$ cat config.mk
export PLATFORM = sky130hd
export DESIGN_NAME = byte_bit_instruction_exec
export DESIGN_NICKNAME = d
export VERILOG_FILES = /design/src/bbie_pkg.sv /design/src/bbie_alu.sv /design/src/bbie_regfile.sv /design/src/byte_bit_instruction_exec.sv
export SDC_FILE = /design/constraint.sdc
export NUM_CORES = 2
export LEC_CHECK = 0
export BUFFER_PORTS_ARGS = -buffer_cell sky130_fd_sc_hd__buf_4
export CAP_MARGIN = 20
export CORE_MARGIN = 2
export CORE_UTILIZATION = 60
export DETAILED_ROUTE_END_ITERATION = 6
export GPL_TIMING_DRIVEN = 0
export PLACE_DENSITY = 0.81
export SLEW_MARGIN = 20
export SYNTH_ARGS = -nofsm -noshare
export SYNTH_HDL_FRONTEND = slang
export SYNTH_SLANG_ARGS = --single-unit
$ cat constraint.sdc
create_clock -name i_clk -period 24.9 [get_ports i_clk]
set_input_delay 1.245 -clock i_clk [delete_from_list [all_inputs] [get_ports i_clk]]
set_output_delay 1.245 -clock i_clk [all_outputs]
set_load 0.1 [all_outputs]
$ cat src/bbie_pkg.sv
/*
 Shared types and constants for the byte and bit instruction datapath.
 Assumes a single 25 MHz clock and a synchronous active-high reset.
*/
package bbie_pkg;

   // Clock and instruction cycle timing
   localparam int          CLK_PERIOD_NS    = 40;
   localparam int          PHASES_PER_CYCLE = 4;
   localparam int          INS_CYCLE_NS     = PHASES_PER_CYCLE * CLK_PERIOD_NS;
   localparam logic [1:0]  FIRST_PHASE      = 2'h0;
   localparam logic [1:0]  LAST_PHASE       = 2'(PHASES_PER_CYCLE - 1);

   // Data widths and register file geometry
   localparam int          DATA_W           = 8;
   localparam int          FADDR_W          = 7;
   localparam int          RF_DEPTH         = 128;
   localparam int          BUS_ADDR_W       = 8;

   // Bus map
   localparam logic [7:0]  RF_BASE_ADDR     = 8'h00;
   localparam logic [7:0]  W_ADDR           = 8'h80;
   localparam logic [7:0]  STATUS_ADDR      = 8'h81;
   localparam int          ZERO_BIT         = 2;
   localparam int          HALF_CARRY_BIT   = 1;
   localparam int          CARRY_BIT        = 0;

   // Reset values and bit mask
   localparam logic [7:0]  W_RESET          = 8'h00;
   localparam logic [7:0]  ZERO_BYTE        = 8'h00;
   localparam logic [7:0]  ONE_BIT_MASK     = 8'h01;

   typedef enum logic [3:0] {
      idle_slot,
      add_literal_op,
      and_literal_op,
      add_register_op,
      and_register_op,
      bit_clear_op,
      bit_set_op,
      test_skip_if_one_op,
      register_zero_op
   } bbie_op_type;

   typedef struct packed {
      bbie_op_type         op;
      logic [7:0]          lit;
      logic [6:0]          faddr;
      logic [2:0]          bsel;
      logic                dest;
   } bbie_ins_type;

   localparam bbie_ins_type IDLE_INS = '{op: idle_slot, lit: 8'h00,
                                         faddr: 7'h00, bsel: 3'h0,
                                         dest: 1'b0};

   typedef struct packed {
      logic                zero_flag;
      logic                half_carry_flag;
      logic                carry_flag;
   } bbie_flags_type;

   typedef struct packed {
      logic [7:0]          res;
      logic                c;
      logic                dc;
      logic                z;
      logic                wr_w;
      logic                wr_f;
      logic                upd_z;
      logic                upd_cdc;
      logic                skip;
   } bbie_alu_type;

   typedef struct packed {
      logic [1:0]          phase;
      logic                take;
      logic                done;
      logic                idle;
      bbie_ins_type        ins;
      logic [7:0]          w;
      bbie_flags_type      flags;
      logic [7:0]          rdata;
   } bbie_state_type;

   localparam bbie_state_type STATE_RESET = '{phase: FIRST_PHASE,
      take: 1'b0, done: 1'b0, idle: 1'b0, ins: IDLE_INS, w: W_RESET,
      flags: 3'h0, rdata: ZERO_BYTE};

endpackage : bbie_pkg

$ cat src/bbie_alu.sv
/*
 Combinational arithmetic and bit unit for one instruction.
 Assumes operands are stable for the whole instruction cycle.
*/
`timescale 1ns/1ps
module bbie_alu (
   input  wire bbie_pkg::bbie_ins_type i_ins,
   input  wire logic [7:0]             i_w,
   input  wire logic [7:0]             i_f,
   output bbie_pkg::bbie_alu_type      o_res
);

   logic [8:0] sum9;
   logic [4:0] sum5;
   logic [7:0] operand;
   logic [7:0] mask;

   always_comb begin
      operand = (i_ins.op == bbie_pkg::add_literal_op ||
                 i_ins.op == bbie_pkg::and_literal_op) ? i_ins.lit : i_f;
      sum9    = {1'b0, i_w} + {1'b0, operand};
      sum5    = {1'b0, i_w[3:0]} + {1'b0, operand[3:0]};
      mask    = bbie_pkg::ONE_BIT_MASK << i_ins.bsel;
      o_res   = '0;
      case (i_ins.op)
         bbie_pkg::add_literal_op: begin
            o_res.res     = sum9[7:0];
            o_res.wr_w    = 1'b1;
            o_res.upd_z   = 1'b1;
            o_res.upd_cdc = 1'b1;
         end
         bbie_pkg::and_literal_op: begin
            o_res.res   = i_w & operand;
            o_res.wr_w  = 1'b1;
            o_res.upd_z = 1'b1;
         end
         bbie_pkg::add_register_op: begin
            o_res.res     = sum9[7:0];
            o_res.wr_w    = ~i_ins.dest;
            o_res.wr_f    = i_ins.dest;
            o_res.upd_z   = 1'b1;
            o_res.upd_cdc = 1'b1;
         end
         bbie_pkg::and_register_op: begin
            o_res.res   = i_w & operand;
            o_res.wr_w  = ~i_ins.dest;
            o_res.wr_f  = i_ins.dest;
            o_res.upd_z = 1'b1;
         end
         bbie_pkg::bit_clear_op: begin
            o_res.res  = i_f & ~mask;
            o_res.wr_f = 1'b1;
         end
         bbie_pkg::bit_set_op: begin
            o_res.res  = i_f | mask;
            o_res.wr_f = 1'b1;
         end
         bbie_pkg::test_skip_if_one_op: begin
            o_res.skip = i_f[i_ins.bsel];
         end
         bbie_pkg::register_zero_op: begin
            o_res.res   = bbie_pkg::ZERO_BYTE;
            o_res.wr_f  = 1'b1;
            o_res.upd_z = 1'b1;
         end
         default: begin
            o_res.res = bbie_pkg::ZERO_BYTE;
         end
      endcase
      o_res.c  = sum9[8];
      o_res.dc = sum5[4];
      o_res.z  = (o_res.res == bbie_pkg::ZERO_BYTE);
   end

endmodule : bbie_alu

$ cat src/bbie_regfile.sv
/*
 File register storage, one write port and two read ports.
 Assumes the writer resolves port conflicts before this module.
*/
`timescale 1ns/1ps
module bbie_regfile #(
   parameter int DEPTH  = 128,
   parameter int WIDTH  = 8,
   parameter int ADDR_W = 7
) (
   input  wire logic              i_clk,
   input  wire logic              i_we,
   input  wire logic [ADDR_W-1:0] i_waddr,
   input  wire logic [WIDTH-1:0]  i_wdata,
   input  wire logic [ADDR_W-1:0] i_raddr_a,
   output logic      [WIDTH-1:0]  o_rdata_a,
   input  wire logic [ADDR_W-1:0] i_raddr_b,
   output logic      [WIDTH-1:0]  o_rdata_b
);

   // No reset: contents are undefined until software or code writes them
   logic [WIDTH-1:0] mem [DEPTH];

   always_ff @(posedge i_clk) begin
      if (i_we) begin
         mem[i_waddr] <= i_wdata;
      end
   end

   assign o_rdata_a = mem[i_raddr_a];
   assign o_rdata_b = mem[i_raddr_b];

endmodule : bbie_regfile

$ cat src/byte_bit_instruction_exec.sv
/*
 Byte and bit instruction execution datapath with accumulator and flags.
 Assumes the core presents an instruction when o_ins_take is high and a
 plain register port that strobes reads and writes for one cycle.
*/
`timescale 1ns/1ps
// Contract
// - Add literal to accumulator, result to accumulator, update C, DC, Z.
// - AND literal with accumulator into accumulator, update only Z.
// - AND accumulator with register, route by destination bit, only Z.
// - Add accumulator and register, route by destination bit, C DC Z.
// - Bit clear forces selected register bit to zero, no flags.
// - Bit set forces selected register bit to one, no flags.
// - Test bit zero: next instruction runs, one cycle, no flags.
// - Test bit one: fetched instruction becomes idle slot, two cycles.
// - Register clear writes zero to register and sets zero flag.
// - Instruction cycle is four clocks; non-skip instructions take one.
module byte_bit_instruction_exec (
   input  wire logic                   i_clk,
   input  wire logic                   i_sys_rst,
   input  wire logic                   i_ins_valid,
   input  wire bbie_pkg::bbie_ins_type i_ins,
   input  wire logic [7:0]             i_bus_addr,
   input  wire logic [7:0]             i_bus_wdata,
   input  wire logic                   i_bus_we,
   input  wire logic                   i_bus_re,
   output logic      [7:0]             o_bus_rdata,
   output logic                        o_ins_take,
   output logic                        o_cycle_done,
   output logic                        o_skip_idle,
   output logic      [7:0]             o_w,
   output bbie_pkg::bbie_flags_type    o_flags
);

   bbie_pkg::bbie_state_type st_r;
   bbie_pkg::bbie_state_type st_nxt;
   bbie_pkg::bbie_alu_type   alu;
   logic                     commit;
   logic [7:0]               f_rd;
   logic [7:0]               bus_rd;
   logic                     rf_we;
   logic [6:0]               rf_waddr;
   logic [7:0]               rf_wdata;
   logic                     exec_wr_f;
   logic                     bus_wr_f;

   function automatic logic is_rf_addr(input logic [7:0] addr);
      return addr[7] == bbie_pkg::RF_BASE_ADDR[7];
   endfunction : is_rf_addr

   bbie_alu u_alu (
      .i_ins (st_r.ins),
      .i_w   (st_r.w),
      .i_f   (f_rd),
      .o_res (alu)
   );

   bbie_regfile #(
      .DEPTH  (bbie_pkg::RF_DEPTH),
      .WIDTH  (bbie_pkg::DATA_W),
      .ADDR_W (bbie_pkg::FADDR_W)
   ) u_regfile (
      .i_clk     (i_clk),
      .i_we      (rf_we),
      .i_waddr   (rf_waddr),
      .i_wdata   (rf_wdata),
      .i_raddr_a (st_r.ins.faddr),
      .o_rdata_a (f_rd),
      .i_raddr_b (i_bus_addr[6:0]),
      .o_rdata_b (bus_rd)
   );

   // Instruction results commit on the last phase of the cycle
   assign commit    = (st_r.phase == bbie_pkg::LAST_PHASE);
   assign exec_wr_f = commit && alu.wr_f;
   assign bus_wr_f  = i_bus_we && is_rf_addr(i_bus_addr);

   // Execution owns the write port on collision; a coincident bus write is lost
   always_comb begin
      rf_we    = exec_wr_f || bus_wr_f;
      rf_waddr = exec_wr_f ? st_r.ins.faddr : i_bus_addr[6:0];
      rf_wdata = exec_wr_f ? alu.res : i_bus_wdata;
   end

   always_comb begin
      st_nxt       = st_r;
      st_nxt.phase = st_r.phase + 2'h1;
      st_nxt.take  = (st_nxt.phase == bbie_pkg::LAST_PHASE);
      st_nxt.done  = commit;
      st_nxt.rdata = bbie_pkg::ZERO_BYTE;
      if (i_bus_we && i_bus_addr == bbie_pkg::W_ADDR &&
          !(commit && alu.wr_w)) begin
         st_nxt.w = i_bus_wdata;
      end
      if (i_bus_we && i_bus_addr == bbie_pkg::STATUS_ADDR &&
          !(commit && (alu.upd_z || alu.upd_cdc))) begin
         st_nxt.flags.zero_flag       = i_bus_wdata[bbie_pkg::ZERO_BIT];
         st_nxt.flags.half_carry_flag =
            i_bus_wdata[bbie_pkg::HALF_CARRY_BIT];
         st_nxt.flags.carry_flag      = i_bus_wdata[bbie_pkg::CARRY_BIT];
      end
      if (commit) begin
         if (alu.wr_w) begin
            st_nxt.w = alu.res;
         end
         if (alu.upd_z) begin
            st_nxt.flags.zero_flag = alu.z;
         end
         if (alu.upd_cdc) begin
            st_nxt.flags.carry_flag      = alu.c;
            st_nxt.flags.half_carry_flag = alu.dc;
         end
         // The fetched word is dropped, so a taken test spends two cycles
         st_nxt.idle = alu.skip;
         if (alu.skip || !i_ins_valid) begin
            st_nxt.ins = bbie_pkg::IDLE_INS;
         end else begin
            st_nxt.ins = i_ins;
         end
      end
      if (i_bus_re) begin
         if (is_rf_addr(i_bus_addr)) begin
            st_nxt.rdata = bus_rd;
         end else if (i_bus_addr == bbie_pkg::W_ADDR) begin
            st_nxt.rdata = st_r.w;
         end else if (i_bus_addr == bbie_pkg::STATUS_ADDR) begin
            st_nxt.rdata = {5'h00, st_r.flags};
         end
      end
   end

   always_ff @(posedge i_clk) begin
      if (i_sys_rst) begin
         st_r <= bbie_pkg::STATE_RESET;
      end else begin
         st_r <= st_nxt;
      end
   end

   assign o_bus_rdata  = st_r.rdata;
   assign o_ins_take   = st_r.take;
   assign o_cycle_done = st_r.done;
   assign o_skip_idle  = st_r.idle;
   assign o_w          = st_r.w;
   assign o_flags      = st_r.flags;

   // Checking helpers
   logic [8:0] chk_sum9;
   logic [4:0] chk_sum5;
   logic [7:0] chk_and;
   logic       bus_flag_wr;

   assign chk_sum9    = {1'b0, st_r.w} + {1'b0, f_rd};
   assign chk_sum5    = {1'b0, st_r.w[3:0]} + {1'b0, f_rd[3:0]};
   assign chk_and     = st_r.w & f_rd;
   assign bus_flag_wr = i_bus_we && i_bus_addr == bbie_pkg::STATUS_ADDR;

   a_add_lit_sum: assert property (
      @(posedge i_clk) disable iff (i_sys_rst)
      commit && st_r.ins.op == bbie_pkg::add_literal_op |=>
      st_r.w == 8'($past(st_r.w) + $past(st_r.ins.lit)))
      else $error("add literal result wrong");

   a_and_lit_flags: assert property (
      @(posedge i_clk) disable iff (i_sys_rst)
      commit && st_r.ins.op == bbie_pkg::and_literal_op && !bus_flag_wr |=>
      st_r.w == ($past(st_r.w) & $past(st_r.ins.lit)) &&
      $stable(st_r.flags.carry_flag) && $stable(st_r.flags.half_carry_flag))
      else $error("and literal result or flags wrong");

   a_and_reg_route: assert property (
      @(posedge i_clk) disable iff (i_sys_rst)
      commit && st_r.ins.op == bbie_pkg::and_register_op |->
      (st_r.ins.dest ? (rf_we && rf_wdata == chk_and) : !exec_wr_f) ##1
      st_r.flags.zero_flag == ($past(chk_and) == 8'h00))
      else $error("and register routing wrong");

   a_add_reg_carry: assert property (
      @(posedge i_clk) disable iff (i_sys_rst)
      commit && st_r.ins.op == bbie_pkg::add_register_op && !bus_flag_wr |=>
      st_r.flags.carry_flag == $past(chk_sum9[8]) &&
      st_r.flags.half_carry_flag == $past(chk_sum5[4]))
      else $error("add register carry wrong");

   a_bit_clear_wr: assert property (
      @(posedge i_clk) disable iff (i_sys_rst)
      commit && st_r.ins.op == bbie_pkg::bit_clear_op |->
      rf_we && rf_wdata == (f_rd & ~(8'h01 << st_r.ins.bsel)) &&
      !alu.upd_z && !alu.upd_cdc)
      else $error("bit clear write wrong");

   a_bit_set_wr: assert property (
      @(posedge i_clk) disable iff (i_sys_rst)
      commit && st_r.ins.op == bbie_pkg::bit_set_op |->
      rf_we && rf_wdata == (f_rd | (8'h01 << st_r.ins.bsel)))
      else $error("bit set write wrong");

   a_test_no_skip: assert property (
      @(posedge i_clk) disable iff (i_sys_rst)
      commit && st_r.ins.op == bbie_pkg::test_skip_if_one_op &&
      !f_rd[st_r.ins.bsel] && i_ins_valid && !bus_flag_wr |=>
      st_r.ins == $past(i_ins) && !st_r.idle && $stable(st_r.flags))
      else $error("test without skip wrong");

   a_test_skip_idle: assert property (
      @(posedge i_clk) disable iff (i_sys_rst)
      commit && st_r.ins.op == bbie_pkg::test_skip_if_one_op &&
      f_rd[st_r.ins.bsel] |=>
      st_r.idle && st_r.ins.op == bbie_pkg::idle_slot ##4 st_r.done)
      else $error("taken skip did not insert idle slot");

   a_reg_zero_z: assert property (
      @(posedge i_clk) disable iff (i_sys_rst)
      commit && st_r.ins.op == bbie_pkg::register_zero_op |->
      rf_we && rf_wdata == 8'h00 ##1 st_r.flags.zero_flag)
      else $error("register clear wrong");

   a_cycle_four: assert property (
      @(posedge i_clk) disable iff (i_sys_rst)
      st_r.take |=> !st_r.take [*3] ##1 st_r.take)
      else $error("instruction cycle not four clocks");

   a_zero_flag: assert property (
      @(posedge i_clk) disable iff (i_sys_rst)
      commit && alu.upd_z && !bus_flag_wr |=>
      st_r.flags.zero_flag == ($past(alu.res) == 8'h00))
      else $error("zero flag wrong");

endmodule : byte_bit_instruction_exec

[Word level (Yosys, flattened, before mapping)]
Memories as Yosys holds them, arrays and structs flattened. A register that Yosys moved wholly into a read port is not among the register bits.
Index checks and enable logic that the tools add are counted.
Widths: inputs -> output; s select.
Storage, ports and cells
  register bits: 47
  latch bits: 0
  RAM bits: 1024
  memory bits (read-only): 0
  bits of input ports: 44
  output and inout port bits: 22
  memories: 1
Cells by class
  add/subtract/negate cells: 3
  $mul: 0
  divide/modulo/power cells: 0
  magnitude comparators: 1
  eq/ne operators: 12
  shift-type cells: 1
  muxes and demuxes: 25
  bitwise operators: 7
  reductions and logical operators: 23
Memory list
  u_regfile.mem: depth 128, bits a word 8, rd ports 2, clocked after Yosys merged registers in 1, write ports 1, line bbie_regfile.sv:22  | logic [WIDTH-1:0] mem [DEPTH];
Operators with widths (number)
  $mux 8: 6
  $pmux 8 s4: 1
  $mux 23: 1
  $mux 7: 3
  $and 8x8->8: 2
  $eq 4x3->1 const B: 4
  $eq 8x8->1 const B: 2
  $mux 11: 1
  $reduce_or 2->1: 5
  $add 8x8->9: 1
  $eq 4x2->1 const B: 2
  $logic_and 1x1->1: 8
  $logic_not 8->1: 1
  $not 8->8: 1
  $or 8x8->8: 1
  $shl 1x3->8 const A: 1
  $mux 1: 7
  $mux 3: 2
  $add 4x4->5: 1
  $reduce_or 5->1: 1
  $eq 2x2->1 const B: 2
  $eq 4x1->1 const B: 1
  $eq 4x4->1 const B: 1
  $logic_or 1x1->1: 4
  other kinds (8): 13

[Longest topological paths before layout]
  depth after elaboration: 10
  gate-level depth with buffers: 23

[Modules after synthesis]
A second synthesis with hierarchy kept.
Unflattened totals
  cell total of the unflattened synthesis: 2444
  area total of the unflattened synthesis: 50866.3 um2
Modules (own cells, without submodules)
  bbie_regfile: instances 1, cells each 2047, area each 47528.1 um2, sequential area each 30749.5 um2
  byte_bit_instruction_exec: instances 1, cells each 252, area each 2243.4 um2, sequential area each 940.9 um2
  bbie_alu: instances 1, cells each 145, area each 1094.8 um2, sequential area each 0.0 um2

[Least setup slack after synthesis]
OpenSTA, ideal clock, no wires.
  path type: register -> register
  start: reg (tool-made name)
  end: mem u_regfile.mem[0][6] (data pin)
  setup time: 1.197 ns
  arrival: 8.747 ns
  data required time: 23.703 ns
  slack: 14.955 ns
  stages on the path, launching flop included: 21
  buffers on the path: 4
  clock period less this slack: 9.945 ns
  cell sequence: dfxtp_1 > buf_6 > buf_12 > buf_12 > buf_8 > mux4_2 > a221oi_1 > o21ai_0 > nand4_1 > nand4b_1 > o21ai_0 > ha_1 > fa_1 > a21o_1 > a21oi_1 > inv_1 > a21o_1 > a21oi_1 > xnor2_1 > a221oi_1 > o21ai_0
RTL lines (line)
  end: declaration: bbie_regfile.sv:22

==> impl_results.md <==
* Fill count at roughly 5,600
* Reg-to-reg slack, setup at 15,670 ps
* Worst Skew at 28.6 ps
* Root Driver: clkbuf_16
* CTS tree: built
* Final Hold Viols at 0
* First-pass GRT wire length at 309,000 um
* WL/cell at approximately 55 um
* Hold Buf Count CTS at 0
* Port bufs at 59
* DRT Pass-1 Iters at 7
* RSZ-0062 raised after global routing: no
* Final period util at 37.0%
* Hold Crit Class: reg -> reg
* Post-Synth XOR/XNOR Area at 0.151%
* Critical path class: reg -> reg
* Cell variety after synth at 88
* Worst Setup End Kind: flip-flop
* Post-DP HPWL at 164,000 um
* Vias/cell at approximately 8.5
* PwrDens at 69.1 nW/um^2
* Largest net degree at the start of global routing at 129
* Initial Util at 60.3%
* Area grow syn2layout at 12.6%
* Core ar. at between 80,000 and 90,000 um^2
* Post-Syn Area per Cell at between 15 and 20 um^2
* CP required at 25,360 ps
* Mux cell area share after synthesis at between 20 and 30%
* Fin Setup TNS at 0 ps
* Crit-path slowest cell: o21ai_1
* Slowest cell delay on critical path at a little over 1000 ps
* # IOs at 66
* Clock transition at the registers of the reported paths at 60 ps
* Die area at 89,300 um^2
* Post-synthesis sequential area ratio at about three fifths
* Initial antenna violation count at 24
* RePlAce Congestion at ~1.1
* Violated checks: design-rule violations
* Final Setup Violations at 0
* Num CTS Buffers at 110
* Slew Limit Fails at 0
* Remaining DRCs at 7
* Cells after Synth at 2,864
* Most common cell after layout, fill and taps aside: edfxtp_1
* Chip height at between 200 and 300 um
* Max Freq at 108 MHz
* Main combinational cell family by area after synthesis: multiplexers
* Ys async rst share at 0%
* CP Max Fanout at 33
* Adder-cell share of the synthesized area at 0.278%
* Number of synthesized flops with an enable pin at 1,024
* Final Instance Count excl. Fillers at about 4,300
* Clock net sink count at 1,078
* Via Count at 36,949
* Slew headroom at 7.14%
* CTS max path bufs at 3
* Compound-gate portion of the synthesized area at 4.04%
* Nets@finish at between 3,000 and 4,000
* Synth Warn # at 0
* Net Count, Synth at about 2,900
* Crit path top cell by count: buf_16
* Top_reg_cell synth: edfxtp_1
* Critical Path Start Type: flip-flop
* Vias in the first global route at 34,107
* Clk Latency, worst-skew pair at 740 ps
* Post_cts resized at 0
* Critical path cell sequence: buf_4 -> buf_4 -> clkinv_1 -> buf_2 -> buf_6 -> mux2i_1 -> o21ai_1 -> nand4_1 -> nand4b_1 -> o21ai_0 -> ha_1 -> fa_1 -> a21o_1 -> a21oi_1 -> inv_1 -> a21o_1 -> a21oi_1 -> xnor2_1 -> a221oi_1 -> o21ai_4 -> buf_16 -> buf_16 -> buf_8 -> buf_16
* Die span in x at 299 um
* Tmin final at 9230 ps
* Max rail drop VDD at ~85 uV
* Leakage power at 18.4 nW
* Synth Cell Area at between 50,000 and 60,000 um^2
* Max cap viols at 0
* Most frequent cells in the layout: 1,024 x edfxtp_1, 463 x mux4_2, 197 x mux2i_1
* Crit path DAT at 9690 ps
* DR iter-0 viols at 8,247
* Placement row count at 108
* Routed WL at between 200,000 and 250,000 um
* H-tree Lvls at 3
* Synth Area in Simple Gates at 4.32%
* Post-CTS Setup Bufs at 0
* GRT Total Usage at 53.5%
* Synthesized flop and latch total at 1,078
* Post-Place Cells at 4,110
* Antenna Nets Post-Route at 0
* Overflow after GRT at 0
* Worst-margin pin slew at around 1400 ps
* Layout cells sized above 1 at 31.9%
* Status: finished, violations left
==> state kept, by name, indices dropped and copies added (netlist names), named ones only <==
signal	count
u_regfile.mem	1024
o_w	8
o_bus_rdata	8
o_ins_take	1
o_cycle_done	1
o_skip_idle	1
st_r	25
o_flags	3
==> stage by stage <==
stage	hold WS (ps)	total power [mW]	setup WS (ps)	util (%)	instance area, um^2
3_5_place_dp	437	2.34	16600	63.5	54900
5_1_grt	466	4.08	15970	67.8	58600
3_3_place_gp	437	2.33	5730	62.5	54000
4_1_cts	451	4.00	16590	67.7	58600
2_1_floorplan	417	2.19	14960	-	52100
6_report	451	4.06	15670	67.9	58700
==> final timing paths <==
check | from | to | cells past startpoint
min | st_r[45] | st_r[45] | 1
max | flip-flop | u_regfile.mem[60][6] | 24
min reg2reg | st_r[45] | st_r[45] | 1
max reg2reg | flip-flop | u_regfile.mem[60][6] | 24
==> layout make-up <==
type,count,area [um^2],area share (%)
diodes,20,50.0,0.0853
plain buffers,237,1750,2.98
clock buffers,135,2940,5.01
clock inverters,68,727,1.24
inverters,10,37.5,0.0640
multi-input cells,1539,18800,32.1
flip-flops and latches,1078,31800,54.2
well taps,1155,1450,2.46
repair buffers,94,1090,1.86
==> routing by layer <==
| layer | vias up | track usage [%] | part of all wire [%] |
|---|---|---|---|
| li1 | 12506 | - | - |
| met1 | 18417 | 63.2 | 30 |
| met2 | 4794 | 70.5 | 40 |
| met3 | 1210 | 31.5 | 19 |
| met4 | 22 | 42.3 | 10 |
| met5 | - | 2.91 | 0.20 |
==> kinds of logic (layout without fill, tap and decap cells) <==
family,Yosys count,in the layout
XOR/XNOR,9,9
AND/OR/NAND/NOR,483,483
AO/OA/AOI/OAI,300,300
adder cells (fa/ha/maj),11,11
other,0,20
multiplexers,736,736
flip-flops,1078,1078
buffers and inverters,247,544
==> cell usage after synthesis, types with 13 or more instances <==
master | instances | area, um^2
mux4_1 | 49 | 1290
mux2_2 | 24 | 270
nor2_1 | 187 | 702
a22oi_1 | 51 | 383
edfxtp_1 | 1024 | 30700
o21ai_0 | 49 | 245
nand3_1 | 60 | 300
buf_4 | 30 | 225
nand2_1 | 118 | 443
buf_2 | 36 | 180
a221oi_1 | 18 | 158
buf_12 | 17 | 340
buf_1 | 24 | 90.1
buf_6 | 18 | 203
a211oi_1 | 26 | 195
o22ai_1 | 26 | 163
nand2b_1 | 16 | 100
nor3_1 | 20 | 100
o21ai_1 | 13 | 65.1
a21oi_1 | 38 | 190
dfxtp_1 | 54 | 1080
nor2b_1 | 16 | 100
clkbuf_1 | 93 | 349
mux4_2 | 463 | 10400
mux2i_1 | 197 | 1970
==> where the power goes <==
part           switching [mW]  leakage [nW]  internal, mW  total (mW)
Clock                   0.752          1.78         0.974        1.73
Combinational           0.233          6.98         0.109       0.342
Sequential            0.00262          9.64          1.99        1.99
==> critical path, delay by kind of cell, from the launching register on <==
kind                       cells  cell delay, ps
adders and majority gates      2             600
muxes                          1             200
DFF                            1             320
xor gates and xnor gates       1             180
buffers and inverters         10            3590
AOI/OAI and AO/OA              8            2750
and+or+nand+nor                2            1200
(Power assumes the default switching activity.)
